--- src/gma_pkg.sv ---
// Constants for the masked-access GPIO register bank.
// Assumes an AHB-Lite master on the system bus clock.
package gma_pkg;

    // ********************
    // Widths
    // ********************
    localparam int unsigned GMA_PORT_W = 16;
    localparam int unsigned GMA_HALF_W = 8;
    localparam int unsigned GMA_ADDR_W = 12;
    localparam int unsigned GMA_SYNC_STAGES = 2;

    // ********************
    // Register offsets
    // ********************
    localparam logic [11:0] GMA_OFS_PIN_VALUE = 12'h000;
    localparam logic [11:0] GMA_OFS_OUTPUT_LATCH = 12'h004;
    localparam logic [11:0] GMA_OFS_DIRECTION_SET = 12'h010;
    localparam logic [11:0] GMA_OFS_DIRECTION_CLEAR = 12'h014;
    localparam logic [11:0] GMA_OFS_PIN_FUNCTION_SET = 12'h018;
    localparam logic [11:0] GMA_OFS_PIN_FUNCTION_CLEAR = 12'h01C;
    localparam logic [11:0] GMA_OFS_IRQ_ENABLE_SET = 12'h020;

    // ********************
    // Masked windows: address bits 11:10 pick the window
    // ********************
    localparam logic [1:0] GMA_WIN_LOW = 2'h1;
    localparam logic [1:0] GMA_WIN_HIGH = 2'h2;
    localparam int unsigned GMA_WIN_MSB = 11;
    localparam int unsigned GMA_WIN_LSB = 10;
    localparam int unsigned GMA_MASK_MSB = 9;
    localparam int unsigned GMA_MASK_LSB = 2;

    // ********************
    // Reset values
    // ********************
    localparam logic [15:0] GMA_RST_ZERO = 16'h0000;
    localparam logic [15:0] GMA_FUNC_AVAIL_DEF = 16'hFFFF;
    localparam logic [15:0] GMA_FUNC_RESET_DEF = 16'h0000;

    // ********************
    // AHB encodings
    // ********************
    localparam logic [1:0] GMA_HTRANS_NONSEQ = 2'h2;
    localparam int unsigned GMA_HTRANS_ACTIVE_BIT = 1;
    localparam logic GMA_HRESP_OKAY = 1'b0;

endpackage

--- src/gma_regs.sv ---
// Register bank and masked access of a 16-bit GPIO port, AHB-Lite slave.
// Assumes a single AHB-Lite master; zero wait states, always OKAY.
`timescale 1ns/100ps
module gma_regs
    import gma_pkg::*;
#(
    parameter logic [15:0] FUNC_AVAIL = GMA_FUNC_AVAIL_DEF,
    parameter logic [15:0] FUNC_RESET = GMA_FUNC_RESET_DEF
) (
    // Clock and reset
    input wire logic i_sys_clk,
    input wire logic i_rst_b,
    // AHB-Lite slave
    input wire logic i_hsel,
    input wire logic [gma_pkg::GMA_ADDR_W-1:0] i_haddr,
    input wire logic [1:0] i_htrans,
    input wire logic i_hwrite,
    input wire logic [2:0] i_hsize,
    input wire logic [31:0] i_hwdata,
    input wire logic i_hready,
    output logic o_hreadyout,
    output logic o_hresp,
    output logic [31:0] o_hrdata,
    // Port pins
    input wire logic [gma_pkg::GMA_PORT_W-1:0] i_port_in,
    output logic [gma_pkg::GMA_PORT_W-1:0] o_port_out,
    output logic [gma_pkg::GMA_PORT_W-1:0] o_port_oe,
    output logic [gma_pkg::GMA_PORT_W-1:0] o_pin_function_select,
    output logic [gma_pkg::GMA_PORT_W-1:0] o_irq_enable
);
    import gma_pkg::*;

    // ********************
    // Input synchroniser
    // ********************
    logic [GMA_PORT_W-1:0] pin_sync;

    gma_sync #(
        .WIDTH(GMA_PORT_W)
    ) u_sync (
        .i_sys_clk(i_sys_clk),
        .i_rst_b(i_rst_b),
        .i_async(i_port_in),
        .o_sync(pin_sync)
    );

    // ********************
    // Address phase capture
    // ********************
    logic wr_pend_q;
    logic wr_pend_d;
    logic [GMA_ADDR_W-1:0] wr_addr_q;
    logic [GMA_ADDR_W-1:0] wr_addr_d;
    logic rd_take;

    // Reads answer from the address phase; writes wait for the data phase
    assign rd_take = i_hsel & i_hready & i_htrans[GMA_HTRANS_ACTIVE_BIT]
                     & ~i_hwrite;

    always_comb begin
        wr_pend_d = i_hsel & i_hready & i_htrans[GMA_HTRANS_ACTIVE_BIT]
                    & i_hwrite;
        wr_addr_d = wr_pend_d ? i_haddr : wr_addr_q;
    end

    always_ff @(posedge i_sys_clk) begin
        if (!i_rst_b) begin
            wr_pend_q <= 1'b0;
            wr_addr_q <= '0;
        end else begin
            wr_pend_q <= wr_pend_d;
            wr_addr_q <= wr_addr_d;
        end
    end

    // ********************
    // Write decode
    // ********************
    logic [GMA_PORT_W-1:0] wdata;
    logic [GMA_HALF_W-1:0] wr_mask;
    logic [1:0] wr_win;
    logic [GMA_PORT_W-1:0] out_q;
    logic [GMA_PORT_W-1:0] out_d;
    logic [GMA_PORT_W-1:0] oe_q;
    logic [GMA_PORT_W-1:0] oe_d;
    logic [GMA_PORT_W-1:0] func_q;
    logic [GMA_PORT_W-1:0] func_d;
    logic [GMA_PORT_W-1:0] irqen_q;
    logic [GMA_PORT_W-1:0] irqen_d;
    logic [GMA_PORT_W-1:0] bitmask;

    assign wdata = i_hwdata[GMA_PORT_W-1:0];
    assign wr_mask = wr_addr_q[GMA_MASK_MSB:GMA_MASK_LSB];
    assign wr_win = wr_addr_q[GMA_WIN_MSB:GMA_WIN_LSB];

    always_comb begin
        out_d = out_q;
        oe_d = oe_q;
        func_d = func_q;
        irqen_d = irqen_q;
        bitmask = '0;
        if (wr_pend_q) begin
            if (wr_win == GMA_WIN_LOW) begin
                bitmask = {{GMA_HALF_W{1'b0}}, wr_mask};
            end else if (wr_win == GMA_WIN_HIGH) begin
                bitmask = {wr_mask, {GMA_HALF_W{1'b0}}};
            end
            // Masked windows; unmasked half is never touched
            out_d = (out_q & ~bitmask) | (wdata & bitmask);
            if (wr_win == '0) begin
                unique case (wr_addr_q)
                    GMA_OFS_PIN_VALUE,
                    GMA_OFS_OUTPUT_LATCH: begin
                        out_d = wdata;
                    end
                    GMA_OFS_DIRECTION_SET: begin
                        oe_d = oe_q | wdata;
                    end
                    GMA_OFS_DIRECTION_CLEAR: begin
                        oe_d = oe_q & ~wdata;
                    end
                    GMA_OFS_PIN_FUNCTION_SET: begin
                        func_d = func_q | (wdata & FUNC_AVAIL);
                    end
                    GMA_OFS_PIN_FUNCTION_CLEAR: begin
                        func_d = func_q & ~wdata;
                    end
                    GMA_OFS_IRQ_ENABLE_SET: begin
                        irqen_d = irqen_q | wdata;
                    end
                    default: begin
                        out_d = out_q;
                    end
                endcase
            end
        end
    end

    always_ff @(posedge i_sys_clk) begin
        if (!i_rst_b) begin
            out_q <= GMA_RST_ZERO;
            oe_q <= GMA_RST_ZERO;
            func_q <= FUNC_RESET;
            irqen_q <= GMA_RST_ZERO;
        end else begin
            out_q <= out_d;
            oe_q <= oe_d;
            func_q <= func_d;
            irqen_q <= irqen_d;
        end
    end

    // ********************
    // Read path
    // ********************
    logic [31:0] rdata_q;
    logic [31:0] rdata_d;
    logic [GMA_HALF_W-1:0] rd_mask;
    logic [1:0] rd_win;
    logic [GMA_PORT_W-1:0] rd_val;

    assign rd_mask = i_haddr[GMA_MASK_MSB:GMA_MASK_LSB];
    assign rd_win = i_haddr[GMA_WIN_MSB:GMA_WIN_LSB];

    always_comb begin
        rd_val = '0;
        if (rd_win == GMA_WIN_LOW) begin
            rd_val = pin_sync & {{GMA_HALF_W{1'b0}}, rd_mask};
        end else if (rd_win == GMA_WIN_HIGH) begin
            rd_val = pin_sync & {rd_mask, {GMA_HALF_W{1'b0}}};
        end else if (rd_win == '0) begin
            unique case (i_haddr)
                GMA_OFS_PIN_VALUE: rd_val = pin_sync;
                GMA_OFS_OUTPUT_LATCH: rd_val = out_q;
                GMA_OFS_DIRECTION_SET,
                GMA_OFS_DIRECTION_CLEAR: rd_val = oe_q;
                GMA_OFS_PIN_FUNCTION_SET,
                GMA_OFS_PIN_FUNCTION_CLEAR: rd_val = func_q;
                GMA_OFS_IRQ_ENABLE_SET: rd_val = irqen_q;
                default: rd_val = '0;
            endcase
        end
        rdata_d = rd_take ? {16'h0000, rd_val} : '0;
    end

    always_ff @(posedge i_sys_clk) begin
        if (!i_rst_b) begin
            rdata_q <= '0;
        end else begin
            rdata_q <= rdata_d;
        end
    end

    // Zero wait states, so hreadyout is constant
    assign o_hreadyout = 1'b1;
    assign o_hresp = GMA_HRESP_OKAY;
    assign o_hrdata = rdata_q;
    assign o_port_out = out_q;
    assign o_port_oe = oe_q;
    assign o_pin_function_select = func_q;
    assign o_irq_enable = irqen_q;
endmodule

--- src/gma_sync.sv ---
// Two-stage synchroniser for the port input pins.
// Assumes pins may change at any time relative to the clock.
`timescale 1ns/100ps
module gma_sync #(
    parameter int unsigned WIDTH = 16
) (
    // Clock and reset
    input wire logic i_sys_clk,
    input wire logic i_rst_b,
    // Data
    input wire logic [WIDTH-1:0] i_async,
    output logic [WIDTH-1:0] o_sync
);
    logic [WIDTH-1:0] meta_q;
    logic [WIDTH-1:0] meta_d;
    logic [WIDTH-1:0] sync_q;
    logic [WIDTH-1:0] sync_d;

    always_comb begin
        meta_d = i_async;
        sync_d = meta_q;
    end

    // First stage is read only by the second stage
    always_ff @(posedge i_sys_clk) begin
        if (!i_rst_b) begin
            meta_q <= '0;
            sync_q <= '0;
        end else begin
            meta_q <= meta_d;
            sync_q <= sync_d;
        end
    end

    assign o_sync = sync_q;
endmodule

--- config.mk ---
export PLATFORM = sky130hd
export DESIGN_NAME = gma_regs
export DESIGN_NICKNAME = d
export VERILOG_FILES = /design/src/gma_pkg.sv /design/src/gma_regs.sv /design/src/gma_sync.sv
export SDC_FILE = /design/constraint.sdc
export NUM_CORES = 1
export LEC_CHECK = 0
export CORE_MARGIN = 3
export CORE_UTILIZATION = 45
export DETAILED_ROUTE_END_ITERATION = 12
export DONT_BUFFER_PORTS = 1
export SYNTH_ARGS = -nofsm -noshare
export SYNTH_HDL_FRONTEND = slang
export SYNTH_HIERARCHICAL = 1
export SYNTH_SLANG_ARGS = --single-unit
--- constraint.sdc ---
create_clock -name i_sys_clk -period 3 [get_ports i_sys_clk]
set_clock_uncertainty 0.05 [all_clocks]
set_input_delay 0.6 -clock i_sys_clk [delete_from_list [all_inputs] [get_ports i_sys_clk]]
set_output_delay 0.6 -clock i_sys_clk [all_outputs]
set_load 0.03 [all_outputs]
Yosys cells after proc, flatten, opt, wreduce, memory -nomap -nowiden
Index checks and enable logic that the tools add are counted.

operators by class
  reductions and logical operators = 15
  bitwise logic cells = 17
  mux-type cells = 11
  eq/ne operators = 17

operator list
  kind                                                   number
  two-way mux 16 bit                                     7
  equality test 12 x 5 -> 1 bit (second input constant)  8
  one-hot mux 16 bit (2 select lines)                    3
  AND 16 bit                                             5
  one-hot mux 16 bit (5 select lines)                    1
  bitwise OR 16 bit                                      4
  inverter 16 bit                                        2
  equality test 12 x 3 -> 1 bit (second input constant)  2
  equality test 12 x 6 -> 1 bit (second input constant)  2
  logical NOT 12 bit                                     2
  AND 16 x 8 -> 16 bit                                   1
  AND reduction 3 bit                                    3
  OR reduction 2 bit                                     3
  OR reduction 5 bit                                     1
  AND 1 bit                                              4
  equality test 2 x 1 -> 1 bit (second input constant)   2
  equality test 2 bit (second input constant)            2
  logical NOT 2 bit                                      2
  AND reduction 2 bit                                    2
  nonzero test 2 bit                                     2
  != test 3 x 2 -> 1 bit (second input constant)         1
  inverter 1 bit                                         1

word-level totals
  input bits = 70
  output and inout bits = 98
  register bits = 141
  logic and storage cells = 70

Longest topological paths before layout
Gate-level depths: netlist of run 1.

  depth in word-level cells = 9
  gate-level depth with buffers = 8

By module
Netlist of run 1, hierarchy kept.

modules (own cells, without submodules)
  module    instances  cells an instance  area each (µm²)
  gma_regs  1          541                4705.8
  gma_sync  1          67                 895.9

Least setup slack after synthesis of run 1
OpenSTA, ideal clock, no wires.

  path kind = input-to-reg
  from = in i_haddr[0] (netlist name)
  to = reg rdata_q[3], in the netlist o_hrdata[3]
  path buffers = 1
  stages = 6
  setup slack = 1.099 ns
  library setup time = 0.079 ns
  data arrival time = 1.773 ns
  path through = nor4_1 nand2_2 nor4_4 buf_6 a21oi_1 o22ai_1

between the ends
  cells in the longest elaborated chain, start to end = 6
  elaborated cells between the ends (all ways) = 13

RTL lines
  element                                RTL line         source
  start: declaration                     gma_regs.sv:15   input wire logic [gma_pkg::GMA_ADDR_W-1:0] i_haddr,
  equality test 12 x 5 -> 1 bit          gma_regs.sv:172  unique case (i_haddr)
  OR reduction 2 bit                     gma_regs.sv:172
  one-hot mux 16 bit (5 select lines) *  gma_regs.sv:172
  two-way mux 16 bit *                   gma_regs.sv:171  end else if (rd_win == '0) begin
  two-way mux 16 bit *                   gma_regs.sv:169  end else if (rd_win == GMA_WIN_HIGH) begin
  two-way mux 16 bit *                   gma_regs.sv:167  if (rd_win == GMA_WIN_LOW) begin
  end signal: assignment                 gma_regs.sv:190  rdata_q <= rdata_d;
  end: declaration                       gma_regs.sv:156  logic [31:0] rdata_q;

Every way passes the cells marked *; elsewhere a longest branch is shown, timed or not.
A chain may end at the register's enable or synchronous reset.

Final worst setup path of run 1
  from = in i_haddr[0] (netlist name)
  to = reg rdata_q[12], in the netlist o_hrdata[12]

Same word-level chain as after synthesis.

==> flow_summary.toml, run 1 <==
[floorplan]
die_y_um = 117.6
fp-row-count = 40
ios = 168
design.die.area_sq_um = 13820
start_util_pct = 46.25
fp.dieW_um = 117.6
core_sq_um = 12110

[detailed_routing]
wirelength_um = 15200
drc = 0
wire_per_inst_um = 19.75
drtIter0Drc = 240
ant_nets = 0
routed_via_density = 5.512
drt_pass1_iterations = 5
num_vias = 4244

[logic_synthesis]
yosysWarnings = 6
yosys_most_used_dff = "dfxtp_1"
synth_seq_cells = 125
syn_inst = 608
synth.distinct_cells = 46
synth_area_leaders = "dfxtp_1 45%, nand2_1 7.1%, mux2i_1 6.4%, a21oi_1 4.6%, and2_2 4.3%"
synth_largest_area_cell = "dfxtp_1"
synthArstFlopShare_pct = 0
yosysSeqAreaShare_pct = 44.67
syn_avg_cell_area_sq_um = 9.213
synth_edf_count = 0
synth_area_sq_um = 5602
synth.top_cell.area_share_pct = 44.67

[setup_path]
path_class = "primary input to flip-flop"
worstPathCellList = "nor4_1, nand2_2, nor4_4, a21oi_1, o2bb2ai_1"
crit_required_ns = 3.30
crit_path_max_fanout = 12
start_kind = "primary input"
cp_slowest_cell = "nor4_4"
crit_start = "i_haddr[0]"
reg2reg_slack_ns = 0.99
crit_family = "simple AND/OR/NAND/NOR gates"
setup.worst_path.end_class = "flip-flop"
reg2reg_from = "wr_addr_q[3]"
critPathBufInv = 0
slowest_delay_ns = 0.67
critPathArrivalTime_ns = 2.33

[place]
portBuffers = 0
gp_congestion = 0.8076
hpwl_um = 10780
place_area_sq_um = 5592

[run]
drv_cap = 0

[clocking]
insertion_delay_ns = 0.41
cts_resized = 0
cts_tree = "yes"
cts_buffers = 17
ctsHoldBuffers = 0
clk_pin_slew_ns = 0.06
cts_sinks = 125
cts_max_level = 4
cts-root-buf = "clkbuf_16"
clockBufferDepth = 2
postCtsSetupRepairBufs = 0

[power]
power_density_nw_per_um2 = 620.7
vdd_drop_max_v = 0.0003185
p_leak_nw = 2.219

[global_routing]
grt_max_degree = 128
grt_pass1_vias = 4101
grt_antenna_before_repair = 0
grt_use_total_pct = 21.92
grt_first_pass_wirelength_um = 23580
gr-total-overflow = 0

[layout]
drive_gt1_share_pct = 17.11
fillers = 1158
num_antenna_cells = 0
stdcell_area_sq_um = 6167
syn2layout_area_growth_pct = 10.10
fin_nets = 659

[timing]
period_share_pct = 67.86
drv_slew = 0
tightestPinTransition_ns = 0.8251
hold_viol = 0
tns_ns = 0
setup_viol = 0
rsz0062_at_grt = "false"
fmaxAchievable_ghz = 0.4912
relSlewSlack_pct = 44.79
layout_min_cycle_time_ns = 2.036

[worst_hold_path]
hp-start = "i_hwdata[8]"
min_path_type = "primary input to flip-flop"

[run_status]
status = "completed"
-- worst reg2reg max path, stage by stage (launching register included) --
cell and delay (ns):
dfxtp_1 0.54, nor4b_4 0.09, nand2_2 0.12, nand3b_1 0.43
a21oi_1 0.47, mux2i_1 0.24
-- layout by cell type, fill, tap and decap left out, types with 3 or more instances in the layout --
cell type	n
a22oi_1	12
a21oi_1	52
o22ai_1	12
nor2_1	5
nor4_1	3
a31o_1	12
a21oi_2	10
a31o_2	4
nor2b_2	10
a21boi_1	5
conb_1	18
and3b_1	16
a21boi_0	24
nor3_1	4
clkbuf_16	17
and2_2	32
buf_4	10
mux2i_1	36
o2bb2ai_1	6
dfxtp_1	125
nor2b_1	14
nand2b_1	3
nand2_1	106
o21ai_0	5
o22a_1	6
clkinvlp_4	5
o21a_1	18
-- path summary, 6_finish.rpt --
kind                                          to  cells after the start
worst max-delay path                o_hrdata[12]                      5
worst min-delay path                   flip-flop                      1
worst max register to register    o_port_out[11]                      5
worst min register to register  u_sync/o_sync[6]                      1
-- layout make-up --
class | count | area [sq um] | share of cell area (%)
well taps | 168 | 210.2 | 3.408
repair buffers | 10 | 75.07 | 1.217
clock buffers | 19 | 432.9 | 7.020
clock inverters | 13 | 142.6 | 2.313
multi-input cells | 434 | 2800 | 45.40
flip-flops and latches | 125 | 2502 | 40.58
inverters | 1 | 3.754 | 0.06086
-- cells by family after synthesis --
kind of cell,count (synthesis),share of synthesized area (%)
other,2,0.1341
buffers and inverters,65,6.410
flip-flops,125,44.67
AND/OR/NAND/NOR,209,21.33
multiplexers,36,6.433
AO/OA/AOI/OAI,171,21.02
-- per-stage QoR --
step	instances	worst slack (ns)	hold WS, ns	power [W]	utilization [%]
finish	770	0.9641	0.2674	0.003828	50.92
global route	770	0.8484	0.2571	0.003939	50.92
CTS	770	1.031	0.2550	0.003852	50.92
detailed placement	738	0.6078	0.3818	0.001878	46.17
global placement	738	0.6374	0.3810	0.001875	46.17
floorplan	624	1.099	0.3649	0.001901	-
-- power by group --
group,total (W),internal [W],switching [W]
clock network,0.00198,0.00122,0.000760
logic,0.000135,0.0000511,0.0000844
registers,0.00171,0.00169,0.0000208
total,0.00383,0.00296,0.000865
-- metal layers --
metal	part of all wire, %	up-vias	track usage [%]
met2	51	132	37.90
met5	0	-	0
met1	39	2041	24.44
li1	-	2055	-
met4	1.5	0	7.106
met3	8.7	16	9.226
-- cells in the mapped netlist (3+ instances only) --
cell type,instances
a21boi_0,24
a21boi_1,5
a21oi_1,52
a21oi_2,10
a22oi_1,12
a31o_1,12
a31o_2,4
and2_2,32
and3b_1,16
buf_2,17
buf_4,18
buf_6,3
clkbuf_1,21
clkbuf_2,3
dfxtp_1,125
mux2i_1,36
nand2_1,106
nand2b_1,3
nor2_1,5
nor2b_1,14
nor2b_2,10
nor3_1,4
nor4_1,3
o21a_1,18
o21ai_0,5
o22a_1,6
o22ai_1,12
o2bb2ai_1,6
(Power assumes the default switching activity.)
==> inputs of run 2 (changes only) <==
==> constraint.sdc (replaced) <==
create_clock -name i_sys_clk -period 1.85 [get_ports i_sys_clk]
set_clock_uncertainty 0.05 [all_clocks]
set_input_delay 0.37 -clock i_sys_clk [delete_from_list [all_inputs] [get_ports i_sys_clk]]
set_output_delay 0.37 -clock i_sys_clk [all_outputs]
set_load 0.03 [all_outputs]
==> flow_summary.toml, run 2 (synthesis results as in run 1) <==
[timing]
rsz0062_at_grt = "false"
period_share_pct = 92.98
tns_ns = 0
fmaxAchievable_ghz = 0.5813
tightestPinTransition_ns = 0.5785
setup_viol = 0
layout_min_cycle_time_ns = 1.720
relSlewSlack_pct = 61.35
hold_viol = 0
drv_slew = 0

[power]
p_int_w = 0.005172
power_density_nw_per_um2 = 1005
seqPwrFrac_pct = 42.0
switching_share_pct = 21.45
power_frac_clock_pct = 54.3
pwr-share-comb_pct = 3.7
vdd_drop_max_v = 0.0007198
switching_power_w = 0.001413
p_leak_nw = 2.444

[layout]
fin_nets = 693
stdcell_area_sq_um = 6551
utilization_pct = 54.09
num_antenna_cells = 0
syn2layout_area_growth_pct = 16.95
final_common_cell = "dfxtp_1"
layout_common_cells = "124 x dfxtp_1, 106 x nand2_1, 46 x a21oi_1, 41 x buf_4, 36 x mux2i_1"
drive_gt1_share_pct = 23.11

[global_routing]
grt_first_pass_wirelength_um = 24400
grt_pass1_vias = 4247
grt_max_degree = 128
grt_use_total_pct = 22.69
gr-total-overflow = 0
grt_antenna_before_repair = 0

[setup_path]
critPathBufInv = 1
path_class = "flip-flop to flip-flop"
worstPathCellList = "nor4_2, and2_4, and4_1, buf_12, a21oi_1, a31o_2"
slowest_delay_ns = 0.35
crit_path_max_fanout = 32
setup.worst_path.end_class = "flip-flop"
crit_family = "simple AND/OR/NAND/NOR gates"
critPathArrivalTime_ns = 1.97
start_kind = "flip-flop"
crit_required_ns = 2.10
cp_slowest_cell = "dfxtp_1"

[place]
portBuffers = 0
gp_congestion = 0.8888
place_area_sq_um = 5872
hpwl_um = 11100

[floorplan]
fp-row-count = 40
design.die.area_sq_um = 13820
ios = 168
die_y_um = 117.6
core_sq_um = 12110
fp.dieW_um = 117.6
start_util_pct = 46.25

[detailed_routing]
drtIter0Drc = 249
routed_via_density = 5.479
drc = 0
ant_nets = 0
drt_pass1_iterations = 5
wire_per_inst_um = 19.52
wirelength_um = 15690
num_vias = 4405

[clocking]
clockBufferDepth = 2
cts-root-buf = "clkbuf_16"
ctsHoldBuffers = 0
cts_sinks = 125
cts_max_level = 4
cts_buffers = 17
cts_tree = "yes"
clk_pin_slew_ns = 0.06
insertion_delay_ns = 0.42

[run_status]
status = "completed"

[run]
drv_cap = 0

[worst_hold_path]
min_path_type = "primary input to flip-flop"
[run 2: changes by cell type in the layout (fill, tap and decap cells not counted), sizes merged]
cell / change
inv: -1
bufinv: +2
buf: +34
clkbuf: +1
clkinvlp: -2
[run 2: through the flow]
stage | power (W) | cells | hold WS [ns] | setup slack, ns
final | 0.006585 | 804 | 0.03791 | 0.1298
after global routing | 0.006781 | 804 | 0.01601 | 0.001277
after CTS | 0.006625 | 804 | 0.02096 | 0.05829
after detailed placement | 0.003063 | 772 | 0.3809 | -0.02531
after global placement | 0.003059 | 772 | 0.3795 | 0.05693
after floorplan | 0.003083 | 624 | 0.3649 | 0.1786
[run 2: worst paths after layout]
kind | from | to | slack [ns] | cells past startpoint
hold reg to reg | u_sync/meta_q[8] | u_sync/o_sync[8] | 0.39 | 1
hold / removal | i_port_in[14] | u_sync/meta_q[14] | 0.04 | 1
setup / recovery | wr_addr_q[7] | flip-flop | 0.13 | 6
setup reg to reg | wr_addr_q[7] | flip-flop | 0.13 | 6
[run 2: area by class of cell]
cell class / count / area (sq um)
flip-flops and latches: 125 / 2504
well taps: 168 / 210.2
repair buffers: 44 / 359.1
clock buffers: 20 / 456.7
multi-input cells: 434 / 2831
clock inverters: 12 / 186.4
inverters: 1 / 3.754
fillers: 1138 / 5560
[run 2: repair_timing]
item | 4_1_cts | 5_1_grt
gates resized for setup | 0 | 10
setup endpoints to repair | 0 | 36
setup buffers | 0 | 0
[run 2: power groups by stage]
stage               Sequential [W]  Clock (W)  Combinational, W
finish                     0.00277    0.00357          0.000246
CTS                        0.00277    0.00362          0.000240
global placement           0.00282          0          0.000236
global route               0.00277    0.00375          0.000267
floorplan                  0.00282          0          0.000264
detailed placement         0.00282          0          0.000239
[run 2: layer usage]
metal,vias to the layer above,track usage [%],part of all wire (%)
met2,144,39.05,51
met1,2127,25.62,40
met3,19,8.650,8.0
met5,-,0,0
met4,0,8.352,1.7
li1,2115,-,-
[run 2: worst register-to-register path, delay by kind of cell (launching register included)]
family                 cells  cell delay, ns
AND/OR/NAND/NOR            3            0.72
buffers and inverters      1            0.20
AO/OA/AOI/OAI              2            0.31
flip-flops                 1            0.35
